## src/inc/amtt_pkg.sv

```systemverilog
`default_nettype none
package amtt_pkg;
  // ---------------------------------------------------------------
  // Register offsets
  // ---------------------------------------------------------------
  localparam logic [7:0] ADDR_STATUS_FIRST  = 8'h41;
  localparam logic [7:0] ADDR_STATUS_SECOND = 8'h42;
  localparam logic [7:0] ADDR_MASK_FIRST    = 8'h74;
  localparam logic [7:0] ADDR_MASK_SECOND   = 8'h75;
  localparam logic [7:0] ADDR_CONFIG_THREE  = 8'h78;
  localparam logic [7:0] ADDR_TIMER         = 8'h79;
  localparam logic [7:0] ADDR_TIMER_LIMIT   = 8'h7A;
  localparam logic [7:0] ADDR_CONFIG_FOUR   = 8'h7D;

  // ---------------------------------------------------------------
  // Field positions
  // ---------------------------------------------------------------
  localparam int BIT_SUMMARY       = 7;
  localparam int BIT_THROTTLE_SRC1 = 0;
  localparam int BIT_FOURTH_SRC2   = 5;
  localparam int BIT_ALERT_ON_DUTY = 0;
  localparam int BIT_THROTTLE_EN   = 1;
  localparam int BIT_FULL_SPEED_ON_THROTTLE         = 2;

  // ---------------------------------------------------------------
  // Reset values and timer full scale
  // ---------------------------------------------------------------
  localparam logic [7:0] RST_MASK   = 8'h00;
  localparam logic [7:0] RST_CONFIG = 8'h00;
  localparam logic [7:0] RST_LIMIT  = 8'h00;
  localparam logic [7:0] TIMER_FULL = 8'hFF;

  // ---------------------------------------------------------------
  // Multi-function pin selection
  // ---------------------------------------------------------------
  typedef enum logic [1:0] {
    PIN_SPEED_SENSE = 2'b00,
    PIN_THROTTLE    = 2'b01,
    PIN_ALERT       = 2'b10,
    PIN_SPARE_IO    = 2'b11
  } amtt_pin_func_t;

  // ---------------------------------------------------------------
  // Timing
  // ---------------------------------------------------------------
  localparam int CLK_PERIOD_NS = 100;
  localparam int TIMER_UNIT_NS = 22_760_000;
  localparam int TIMER_UNIT_CYCLES = TIMER_UNIT_NS / CLK_PERIOD_NS;
endpackage
`default_nettype wire

```

## src/core/amtt_top.sv

```systemverilog
// How it works
// - Mask gates alert only, flags still set
// - Mask one bit 7 gates second bank
// - Mask one bits 6..0 gate first sources
// - Mask two bits 7,6 gate diode faults
// - Mask two bit 5 gates fourth source
// - Mask two bits 4..0 gate fans, overheat, rail
// - Alert output enabled after reset, masks clear
// - Config three bit routes alert to duty pin
// - Config four bits 1:0 pick pin function
// - Throttle enable selects throttle or measurement
// - Full_speed_on_throttle forces full duty while throttle low
// - Full_speed_on_throttle applies only to running fans
// - Timer runs while asserted, pauses, resumes
// - Timer saturates at full scale until read
// - Timer bit 0 set on first assertion
// - After two units timer counts unit steps
// - Timer read clears timer
// - Read during assertion restarts from one
// - Zero limit re-sets fourth flag on read
// - Alert held while out of limit, until read
// - Flags sticky, read clears only gone conditions
`default_nettype none
module amtt_top
  import amtt_pkg::*;
#(
  parameter int UNIT_CYCLES = amtt_pkg::TIMER_UNIT_CYCLES
) (
  input  wire logic       ref_clk,
  input  wire logic       rst_n,
  input  wire logic       reg_wr,
  input  wire logic       reg_rd,
  input  wire logic [7:0] reg_addr,
  input  wire logic [7:0] reg_wdata,
  output var  logic [7:0] reg_rdata,
  input  wire logic [6:0] cond_first,
  input  wire logic [7:0] cond_second,
  input  wire logic       thermal_throttle_line_n,
  input  wire logic       multi_pin_in,
  input  wire logic       second_duty_output,
  input  wire logic [3:0] fan_running,
  output var  logic [3:0] fan_full_duty,
  output var  logic       duty_pin_out,
  output var  logic       duty_pin_oe,
  output var  logic       multi_pin_out,
  output var  logic       multi_pin_oe,
  output var  logic       alert_n
);
  import amtt_pkg::*;

  // ---------------------------------------------------------------
  // Pin synchronisers
  // ---------------------------------------------------------------
  logic       throttle_pin_s;
  logic       multi_pin_s;
  logic [1:0] pins_s;

  amtt_sync #(.WIDTH(2), .INIT(2'b11)) u_sync (
    .ref_clk  (ref_clk),
    .rst_n    (rst_n),
    .async_in ({thermal_throttle_line_n, multi_pin_in}),
    .sync_out (pins_s)
  );
  assign throttle_pin_s = pins_s[1];
  assign multi_pin_s    = pins_s[0];

  // ---------------------------------------------------------------
  // Configuration and mask registers
  // ---------------------------------------------------------------
  logic [7:0]     alert_mask_first_reg;
  logic [7:0]     alert_mask_second_reg;
  logic [7:0]     config_three_reg;
  logic [7:0]     timer_limit_reg;
  amtt_pin_func_t pin_func_reg;

  always_ff @(posedge ref_clk or negedge rst_n) begin
    if (!rst_n) begin
      alert_mask_first_reg  <= RST_MASK;
      alert_mask_second_reg <= RST_MASK;
      config_three_reg      <= RST_CONFIG;
      timer_limit_reg       <= RST_LIMIT;
      pin_func_reg          <= PIN_SPEED_SENSE;
    end else if (reg_wr) begin
      case (reg_addr)
        ADDR_MASK_FIRST:   alert_mask_first_reg  <= reg_wdata;
        ADDR_MASK_SECOND:  alert_mask_second_reg <= reg_wdata;
        ADDR_CONFIG_THREE: config_three_reg      <= reg_wdata;
        ADDR_TIMER_LIMIT:  timer_limit_reg       <= reg_wdata;
        ADDR_CONFIG_FOUR:  pin_func_reg          <= amtt_pin_func_t'(reg_wdata[1:0]);
        default: begin
        end
      endcase
    end
  end

  logic throttle_en;
  logic full_speed_on_throttle_en;
  logic alert_on_duty;
  logic multi_is_throttle;
  logic throttle_active;

  assign throttle_en   = config_three_reg[BIT_THROTTLE_EN];
  assign full_speed_on_throttle_en      = config_three_reg[BIT_FULL_SPEED_ON_THROTTLE];
  assign alert_on_duty = config_three_reg[BIT_ALERT_ON_DUTY];
  // Without the enable the dedicated pin is a measurement input.
  assign multi_is_throttle = throttle_en && (pin_func_reg == PIN_THROTTLE);
  assign throttle_active   = (throttle_en && !throttle_pin_s) ||
                             (multi_is_throttle && !multi_pin_s);

  // ---------------------------------------------------------------
  // Throttle timer
  // ---------------------------------------------------------------
  logic       timer_rd;
  logic       unit_tick;
  logic       seen_reg;
  logic [7:0] units_reg;
  logic [7:0] timer_value;

  assign timer_rd = reg_rd && (reg_addr == ADDR_TIMER);

  amtt_tick #(.DIVIDE(UNIT_CYCLES)) u_tick (
    .ref_clk (ref_clk),
    .rst_n   (rst_n),
    .run     (throttle_active),
    .restart (timer_rd),
    .tick    (unit_tick)
  );

  always_ff @(posedge ref_clk or negedge rst_n) begin
    if (!rst_n) begin
      seen_reg  <= 1'b0;
      units_reg <= 8'h00;
    end else if (timer_rd) begin
      seen_reg  <= throttle_active;
      units_reg <= 8'h00;
    end else begin
      if (throttle_active) begin
        seen_reg <= 1'b1;
      end
      if (unit_tick && throttle_active && units_reg != TIMER_FULL) begin
        units_reg <= units_reg + 8'h01;
      end
    end
  end

  // The first unit shows as 1 already, so the value only moves on at two units.
  assign timer_value = (units_reg == 8'h00) ? {7'h00, seen_reg} : units_reg;

  logic timer_over;
  assign timer_over = timer_value > timer_limit_reg;

  // ---------------------------------------------------------------
  // Status flags
  // ---------------------------------------------------------------
  logic [7:0] status_first_reg;
  logic [7:0] status_second_reg;
  logic [6:0] first_cause;
  logic [7:0] second_cause;
  logic       fourth_cause;

  always_comb begin
    case (pin_func_reg)
      PIN_SPEED_SENSE: fourth_cause = cond_second[BIT_FOURTH_SRC2];
      PIN_THROTTLE:    fourth_cause = multi_is_throttle && timer_over;
      PIN_SPARE_IO:    fourth_cause = !multi_pin_s;
      default:         fourth_cause = 1'b0;
    endcase
  end

  always_comb begin
    first_cause = cond_first;
    if (throttle_en) begin
      first_cause[BIT_THROTTLE_SRC1] = timer_over;
    end
    second_cause = cond_second;
    second_cause[BIT_FOURTH_SRC2] = fourth_cause;
  end

  function automatic logic [7:0] sticky_next(input logic [7:0] flags,
                                             input logic [7:0] cause,
                                             input logic       rd);
    // A new cause wins over a read in the same cycle.
    sticky_next = (rd ? (flags & cause) : flags) | cause;
  endfunction

  logic rd_first;
  logic rd_second;
  assign rd_first  = reg_rd && (reg_addr == ADDR_STATUS_FIRST);
  assign rd_second = reg_rd && (reg_addr == ADDR_STATUS_SECOND);

  logic [7:0] first_next;
  logic [7:0] second_next;
  assign first_next  = sticky_next({1'b0, status_first_reg[6:0]},
                                   {1'b0, first_cause}, rd_first);
  assign second_next = sticky_next(status_second_reg, second_cause, rd_second);

  always_ff @(posedge ref_clk or negedge rst_n) begin
    if (!rst_n) begin
      status_first_reg  <= 8'h00;
      status_second_reg <= 8'h00;
    end else begin
      // The summary bit tracks the second bank, so a read of the first never clears it.
      status_first_reg  <= {|second_next, first_next[6:0]};
      status_second_reg <= second_next;
    end
  end

  // ---------------------------------------------------------------
  // Alert combination
  // ---------------------------------------------------------------
  logic alert_first;
  logic alert_second;
  logic alert_any;

  assign alert_first  = |(status_first_reg[6:0] & ~alert_mask_first_reg[6:0]);
  assign alert_second = |(status_second_reg & ~alert_mask_second_reg) &&
                        !alert_mask_first_reg[BIT_SUMMARY];
  assign alert_any    = alert_first || alert_second;

  // ---------------------------------------------------------------
  // Pin drivers and fan full_speed_on_throttle
  // ---------------------------------------------------------------
  always_ff @(posedge ref_clk or negedge rst_n) begin
    if (!rst_n) begin
      alert_n       <= 1'b1;
      duty_pin_out  <= 1'b0;
      duty_pin_oe   <= 1'b0;
      multi_pin_out <= 1'b0;
      multi_pin_oe  <= 1'b0;
      fan_full_duty <= 4'h0;
    end else begin
      alert_n <= !alert_any;
      if (alert_on_duty) begin
        duty_pin_out <= 1'b0;
        duty_pin_oe  <= alert_any;
      end else begin
        duty_pin_out <= second_duty_output;
        duty_pin_oe  <= 1'b1;
      end
      multi_pin_out <= 1'b0;
      multi_pin_oe  <= (pin_func_reg == PIN_ALERT) && alert_any;
      fan_full_duty <= (full_speed_on_throttle_en && throttle_active) ? fan_running : 4'h0;
    end
  end

  // ---------------------------------------------------------------
  // Register read data
  // ---------------------------------------------------------------
  always_ff @(posedge ref_clk or negedge rst_n) begin
    if (!rst_n) begin
      reg_rdata <= 8'h00;
    end else if (reg_rd) begin
      case (reg_addr)
        ADDR_STATUS_FIRST:  reg_rdata <= status_first_reg;
        ADDR_STATUS_SECOND: reg_rdata <= status_second_reg;
        ADDR_MASK_FIRST:    reg_rdata <= alert_mask_first_reg;
        ADDR_MASK_SECOND:   reg_rdata <= alert_mask_second_reg;
        ADDR_CONFIG_THREE:  reg_rdata <= config_three_reg;
        ADDR_TIMER:         reg_rdata <= timer_value;
        ADDR_TIMER_LIMIT:   reg_rdata <= timer_limit_reg;
        ADDR_CONFIG_FOUR:   reg_rdata <= {6'h00, pin_func_reg};
        default:            reg_rdata <= 8'h00;
      endcase
    end
  end
endmodule
`default_nettype wire

```

## src/core/amtt_sync.sv

```systemverilog
`default_nettype none
module amtt_sync #(
  parameter int WIDTH = 1,
  parameter logic [WIDTH-1:0] INIT = '1
) (
  input  wire logic             ref_clk,
  input  wire logic             rst_n,
  input  wire logic [WIDTH-1:0] async_in,
  output var  logic [WIDTH-1:0] sync_out
);
  logic [WIDTH-1:0] stage_reg;

  always_ff @(posedge ref_clk or negedge rst_n) begin
    if (!rst_n) begin
      stage_reg <= INIT;
      sync_out  <= INIT;
    end else begin
      stage_reg <= async_in;
      sync_out  <= stage_reg;
    end
  end
endmodule
`default_nettype wire

```

## src/core/amtt_tick.sv

```systemverilog
`default_nettype none
module amtt_tick #(
  parameter int DIVIDE = 227600
) (
  input  wire logic ref_clk,
  input  wire logic rst_n,
  input  wire logic run,
  input  wire logic restart,
  output var  logic tick
);
  localparam int CW = $clog2(DIVIDE + 1);
  localparam logic [CW-1:0] LAST = CW'(DIVIDE - 1);

  logic [CW-1:0] count_reg;

  // The tick comes out in the cycle of the last count, so a unit that completes
  // on the final active cycle is not lost when the line releases.
  assign tick = run && !restart && (count_reg == LAST);

  // The count holds while stopped so that partial units carry over.
  always_ff @(posedge ref_clk or negedge rst_n) begin
    if (!rst_n) begin
      count_reg <= '0;
    end else if (restart) begin
      count_reg <= '0;
    end else if (run) begin
      count_reg <= (count_reg == LAST) ? '0 : count_reg + CW'(1);
    end
  end
endmodule
`default_nettype wire

```

## config.mk

```make
export PLATFORM = sky130hd
export DESIGN_NAME = amtt_top
export DESIGN_NICKNAME = d
export VERILOG_FILES = /design/src/inc/amtt_pkg.sv /design/src/core/amtt_top.sv /design/src/core/amtt_sync.sv /design/src/core/amtt_tick.sv
export SDC_FILE = /design/constraint.sdc
export NUM_CORES = 1
export LEC_CHECK = 0
export ABC_AREA = 1
export BUFFER_PORTS_ARGS = -buffer_cell sky130_fd_sc_hd__buf_4
export CORE_MARGIN = 8
export CORE_UTILIZATION = 25
export DETAILED_ROUTE_END_ITERATION = 12
export PLACE_DENSITY = 0.47
export SYNTH_ARGS = -nofsm -noshare
export SYNTH_HDL_FRONTEND = slang
export SYNTH_SLANG_ARGS = --single-unit
```

## constraint.sdc

```tcl
create_clock -name ref_clk -period 2.2 [get_ports ref_clk]
set_input_delay 0.44 -clock ref_clk [delete_from_list [all_inputs] [get_ports ref_clk]]
set_output_delay 0.44 -clock ref_clk [all_outputs]
set_load 0.01 [all_outputs]
```

## Word level (Yosys, flattened, before mapping)

Index checks and enable logic that the tools add are counted.

| storage, ports and cells | value |
|---|---|
| register bits | 97 |
| word-level logic and storage cells | 91 |
| output and inout port bits | 17 |
| input bits | 42 |

| cells by class | value |
|---|---|
| equality and inequality tests | 13 |
| order comparisons | 1 |
| reduce and logical (&&, ||, !) cells | 33 |
| bitwise gates (word level) | 8 |
| add/subtract/negate cells | 2 |
| multiplexer cells | 16 |

Operator list:

| operator | count |
|---|---|
| 8-bit by 7-bit equality test with 1-bit output (second input constant) | 8 |
| 8-bit one-hot mux with 8 select lines | 1 |
| 18-bit 2-to-1 mux | 3 |
| 8-bit 2-to-1 mux | 4 |
| 18-bit by 1-bit adder with 18-bit output (second input constant) | 1 |
| 18-bit equality test (second input constant) | 1 |
| 8-bit AND | 2 |
| 8-bit OR reduction | 2 |
| 7-bit AND | 2 |
| 1-bit logical AND | 14 |
| 2-bit AND reduction | 5 |
| 8-bit by 1-bit adder with 8-bit output (second input constant) | 1 |
| 8-bit > comparator | 1 |
| 8-bit logical NOT | 1 |
| 8-bit != test (second input constant) | 1 |
| 8-bit inverter | 1 |
| 8-bit bitwise OR | 1 |
| 7-bit 2-to-1 mux | 1 |
| 7-bit inverter | 1 |
| 7-bit bitwise OR | 1 |
| 7-bit OR reduction | 1 |
| 1-bit logical NOT | 5 |
| 1-bit 2-to-1 mux | 5 |
| 2-bit equality test (second input constant) | 2 |
| other kinds (6) | 8 |

## Logic depth before layout (Yosys ltp)

| logic depth | value |
|---|---|
| depth after elaboration | 10 |
| gate-level depth with buffers | 19 |
| depth with buffers taken out | 19 |

## Hierarchy

Synthesis repeated with hierarchy kept, for this count alone.

| unflattened totals | value |
|---|---|
| cells, all modules | 685 |
| area, all modules | 5340.1 µm² |

By module, submodules not included:

| module | cells each | sequential area each (µm²) | instances | area each (µm²) |
|---|---|---|---|---|
| amtt_top | 504 | 1878.1 | 1 | 4065.1 |
| amtt_tick | 177 | 450.4 | 1 | 1169.9 |
| amtt_sync | 4 | 105.1 | 1 | 105.1 |

## Worst setup path before layout

OpenSTA, ideal clock, no wires.

| path | value |
|---|---|
| path type | reg2reg |
| start point | register units_reg[0] |
| end point | register status_first_reg[7] |
| arrival time | 1.763 ns |
| clock period less this slack | 1.885 ns |
| cell stages (with the launch flop) | 17 |
| library setup time | 0.122 ns |
| slack | 0.315 ns |
| path buffers | 0 |
| required time | 2.078 ns |
| cells stage by stage | dfrtp_1 -> inv_1 -> ha_1 -> nand2_1 -> nor2_1 -> a21oi_1 -> ha_1 -> nand2_1 -> nand2_1 -> nand2_1 -> nand2_1 -> nand2_1 -> nand2_1 -> nand3_1 -> nand3_1 -> nor2_1 -> nand2_1 |

| between the ends | value |
|---|---|
| longest elaborated chain between the ends | 9 |

Ends and longest elaborated chain:

| item | line | text |
|---|---|---|
| start, declared | amtt_top.sv:116 | `logic [7:0] units_reg;` |
| start signal, assigned | amtt_top.sv:141 | `units_reg <= units_reg + 8'h01;` |
| 8-bit logical NOT | amtt_top.sv:147 | `assign timer_value = (units_reg == 8'h00) ? {7'h00, seen_reg} : units_reg;` |
| 8-bit 2-to-1 mux (*) | amtt_top.sv:147 |  |
| 8-bit > comparator (*) | amtt_top.sv:150 | `assign timer_over = timer_value > timer_limit_reg;` |
| 1-bit logical AND (*) | amtt_top.sv:164 | `PIN_THROTTLE: fourth_cause = multi_is_throttle && timer_over;` |
| 1-bit one-hot mux with 3 select lines (*) | amtt_top.sv:162 | `case (pin_func_reg)` |
| 8-bit AND | amtt_top.sv:183 | `sticky_next = (rd ? (flags & cause) : flags) \| cause;` |
| 8-bit 2-to-1 mux | amtt_top.sv:183 |  |
| 8-bit bitwise OR (*) | amtt_top.sv:183 |  |
| 8-bit OR reduction (*) | amtt_top.sv:203 | `status_first_reg <= {\|second_next, first_next[6:0]};` |
| end signal, assigned | amtt_top.sv:203 |  |
| end, declared | amtt_top.sv:155 | `logic [7:0] status_first_reg;` |

Mark *: on every way between the ends. The rest lies on a longest branch, timed or not.
A chain may end at the register's enable or synchronous reset.

## Final worst setup path

| path | value |
|---|---|
| start point | register units_reg[0] |
| end point | register status_second_reg[5] |

| between the ends | value |
|---|---|
| longest elaborated chain between the ends | 8 |

Ends and longest elaborated chain:

| item | line | text |
|---|---|---|
| 8-bit logical NOT | amtt_top.sv:147 |  |
| 8-bit 2-to-1 mux (*) | amtt_top.sv:147 |  |
| 8-bit > comparator (*) | amtt_top.sv:150 |  |
| 1-bit logical AND (*) | amtt_top.sv:164 |  |
| 1-bit one-hot mux with 3 select lines (*) | amtt_top.sv:162 |  |
| 8-bit AND | amtt_top.sv:183 |  |
| 8-bit 2-to-1 mux | amtt_top.sv:183 |  |
| 8-bit bitwise OR (*) | amtt_top.sv:183 |  |
| net second_next[5] | amtt_top.sv:192 | `logic [7:0] second_next;` |
| end signal, assigned | amtt_top.sv:204 | `status_second_reg <= second_next;` |
| end, declared | amtt_top.sv:156 | `logic [7:0] status_second_reg;` |

Mark *: on every way through the listed nets, which the timed path passes. The rest lies on a longest branch.

==> qor.txt <==
register area share after synthesis = 46.2%
Final GP Congestion = 0.778
CP max stage cell = dfrtp_1
Synth Instances = 645
# H-tree levels = 3
Slew Viols, Final = 0
worst hold path type = primary input to async pin
RSZ-0062 raised after global routing = no
Critical Path End Type = flop
max FFs per register = 18
first-pass GRT wire length = 23,200 um
Arr. time, crit path = 2250 ps
initial antenna violation count = 0
Setup CP Type = flop to flop
final core utilization = 30.3%
Leak Pwr = 3.08 nW
max-cap violations = 0
CTS Hold Buffers Added = 0
DR vias = 4,279
layout cell share with drive strength beyond 1 = 19.3%
placed insts = 968
r2r setup slk = 190 ps
Post-Syn Nets = 698
yosys warns = 0
post-route insts no fill = 984
Peak VDD IR = 0.000293 V
core area = 20,800 sq um
status = finished, final reports clean
worst slew pin tran = 571 ps
Critical Path, Cell by Cell = inv_2, ha_1, nand2_1, nor2_2, a21oi_1, ha_1, nand2_1, nand2_1, nand2_1, nand2_1, nand2_1, nand2_1, nand3_1, nand3_1, nor2_2, inv_1
RR Startpoint = units_reg[0]$_DFFE_PN0P_
delay-heaviest family, CP = simple AND/OR/NAND/NOR gates
sinks on the clock net = 97
CTS Buf Count = 9
I/O pins = 59
die area = 26,000 sq um
clock tree from TritonCTS = built
Die W = 161 um
root buffer cell = clkbuf_16
largest net degree at the start of global routing = 41
CP most frequent cell = nand2_1
Buf+Inv Stages, Crit Path = 2
Yosys cell types = 39
Skew-Pair Late Insertion Delay = 350 ps
Worst Reg2Reg Path Length in Cells = 16
antenna cell count = 0
finished layout cell area = 6310 sq um
final WL = 13,900 um
crit path to = status_second_reg[5]$_DFF_PN0_
Setup TNS Final = 0 ps
R2R Path End = status_second_reg[5]$_DFF_PN0_
Power, Total = 3.74 mW
ANT nets after route = 0
Setup Viol. Count Final = 0
Final #Nets = 757
CTS clock-pin slew for the worst setup and hold paths = 70 ps
DRC errors left = 0
Final HPWL DP = 10,800 um
Worst Skew = 11.4 ps
Final period util = 91.3%
average cell area after synthesis = 8.16 sq um
Worst path depth = 16
via/cell ratio = 4.35
Die H = 161 um
Area Overhead vs Synth = 19.9%
Worst EP required = 2440 ps
startpoint type of the worst setup path = flop
WL/cell = 14.1 um
top_reg_cell synth = dfrtp_1
dpl cell area = 6020 sq um
First-pass DRT Iterations = 5
Slowest Stage Delay on Critical Path = 400 ps
Async S/R FF share, synth = 100%
site row count = 53
First DRT Iteration DRCs = 224
number of global-route vias before repair = 4,354
PwrDens = 593 nW/um^2
starting density of the core = 25.3%
GRT Total Usage = 11.1%
fmax = 498 MHz
Critical Path Start = units_reg[0]$_DFFE_PN0P_
Post-Syn Area = 5260 sq um
# port buffers = 57
Yosys reg bits = 97
CTS max path bufs = 2
final period demand of the worst path = 2010 ps
worst-path fanout max = 4
Slew Limit Headroom = 61.7%
Hold Fails Final Rpt = 0
EDFF count, synth = 0
GRT overflow = 0
Yosys cell counts, types with 6 or more instances:
cell type | n | share of area [%]
a21oi_1 | 9 | 0.86
clkbuf_1 | 9 | 0.64
dfrtp_1 | 92 | 44
ha_1 | 11 | 2.6
inv_1 | 83 | 5.9
inv_2 | 6 | 0.43
nand2_1 | 164 | 12
nand2_4 | 6 | 1.3
nand3_1 | 48 | 4.6
nand4_1 | 14 | 1.7
nor2_1 | 51 | 3.6
nor3_1 | 6 | 0.57
o21ai_0 | 46 | 4.4
o21bai_1 | 7 | 1.0
o22ai_1 | 17 | 2.0
o22ai_2 | 7 | 1.7
xor2_1 | 16 | 2.7
stage by stage:
stage,hold WS (ps),setup WS [ps]
after floorplan,144,315
after global placement,348,179
after detailed placement,352,115
after CTS,112,105
after global routing,137,7.31
final,93.9,192
final cells by class:
class / count / area, sq um
Clock buffer: 12 / 256
Clock inverter: 4 / 26.3
Inverter: 92 / 350
Multi-Input combinational cell: 438 / 2380
Tap cell: 275 / 344
Fill cell: 2272 / 14500
Timing Repair Buffer: 66 / 520
Sequential cell: 97 / 2430
cells by family after synthesis:
logic type	after synthesis	synth area share [%]
AO/OA/AOI/OAI	95	11.1
buffers and inverters	110	8.77
other	1	0.0712
adder cells (fa/ha/maj)	11	2.61
AND/OR/NAND/NOR	313	28.2
flip-flops	97	46.2
XOR/XNOR	18	2.99
layer usage:
layer / share of wire, % / track usage (%) / vias up / routed length [um]
li1: - / - / 2185 / -
met1: 48 / 14.8 / 2022 / 6720
met2: 46 / 17.3 / 60 / 6330
met3: 4.5 / 2.80 / 12 / 622
met4: 1.4 / 3.75 / 0 / 189
met5: 0 / 0 / - / 0
power by group:
part	switching (mW)	internal [mW]
sequential	0.0423	1.84
combinational	0.193	0.129
clock	0.704	0.831
total	0.939	2.80
worst min-delay path by stage:
stage,cells after the start,slack (ps),from,endpoint
floorplan,0,140,rst_n,alert_mask_first_reg[0]$_DFFE_PN0P_
detailed placement,0,350,u_sync.stage_reg[0]$_DFF_PN1_,u_sync.sync_out[0]$_DFF_PN1_
finish,1,90,rst_n,status_second_reg[3]$_DFF_PN0_
global route,1,140,rst_n,status_second_reg[6]$_DFF_PN0_
CTS,1,110,rst_n,status_second_reg[3]$_DFF_PN0_
global placement,0,350,u_sync.stage_reg[1]$_DFF_PN1_,u_sync.sync_out[1]$_DFF_PN1_
repair_timing:
item,4_1_cts,5_1_grt
setup buffers,0,0
gates resized for setup,0,4
hold endpoints to repair,0,0
setup endpoints to repair,0,2
placed cells by master (no fill, tap or decap), types with 6 or more instances in the layout:
| master | count |
|---|---|
| o21bai_1 | 7 |
| a21oi_1 | 9 |
| nand4_1 | 14 |
| clkbuf_16 | 9 |
| ha_1 | 11 |
| buf_4 | 64 |
| o22ai_2 | 7 |
| inv_1 | 82 |
| dfrtp_1 | 92 |
| o21ai_0 | 46 |
| nand2_4 | 6 |
| nand3_1 | 48 |
| nor2_1 | 49 |
| o22ai_1 | 17 |
| inv_2 | 7 |
| nand2_1 | 164 |
| xor2_1 | 16 |
Note: power is estimated with default switching activity, not from simulation.
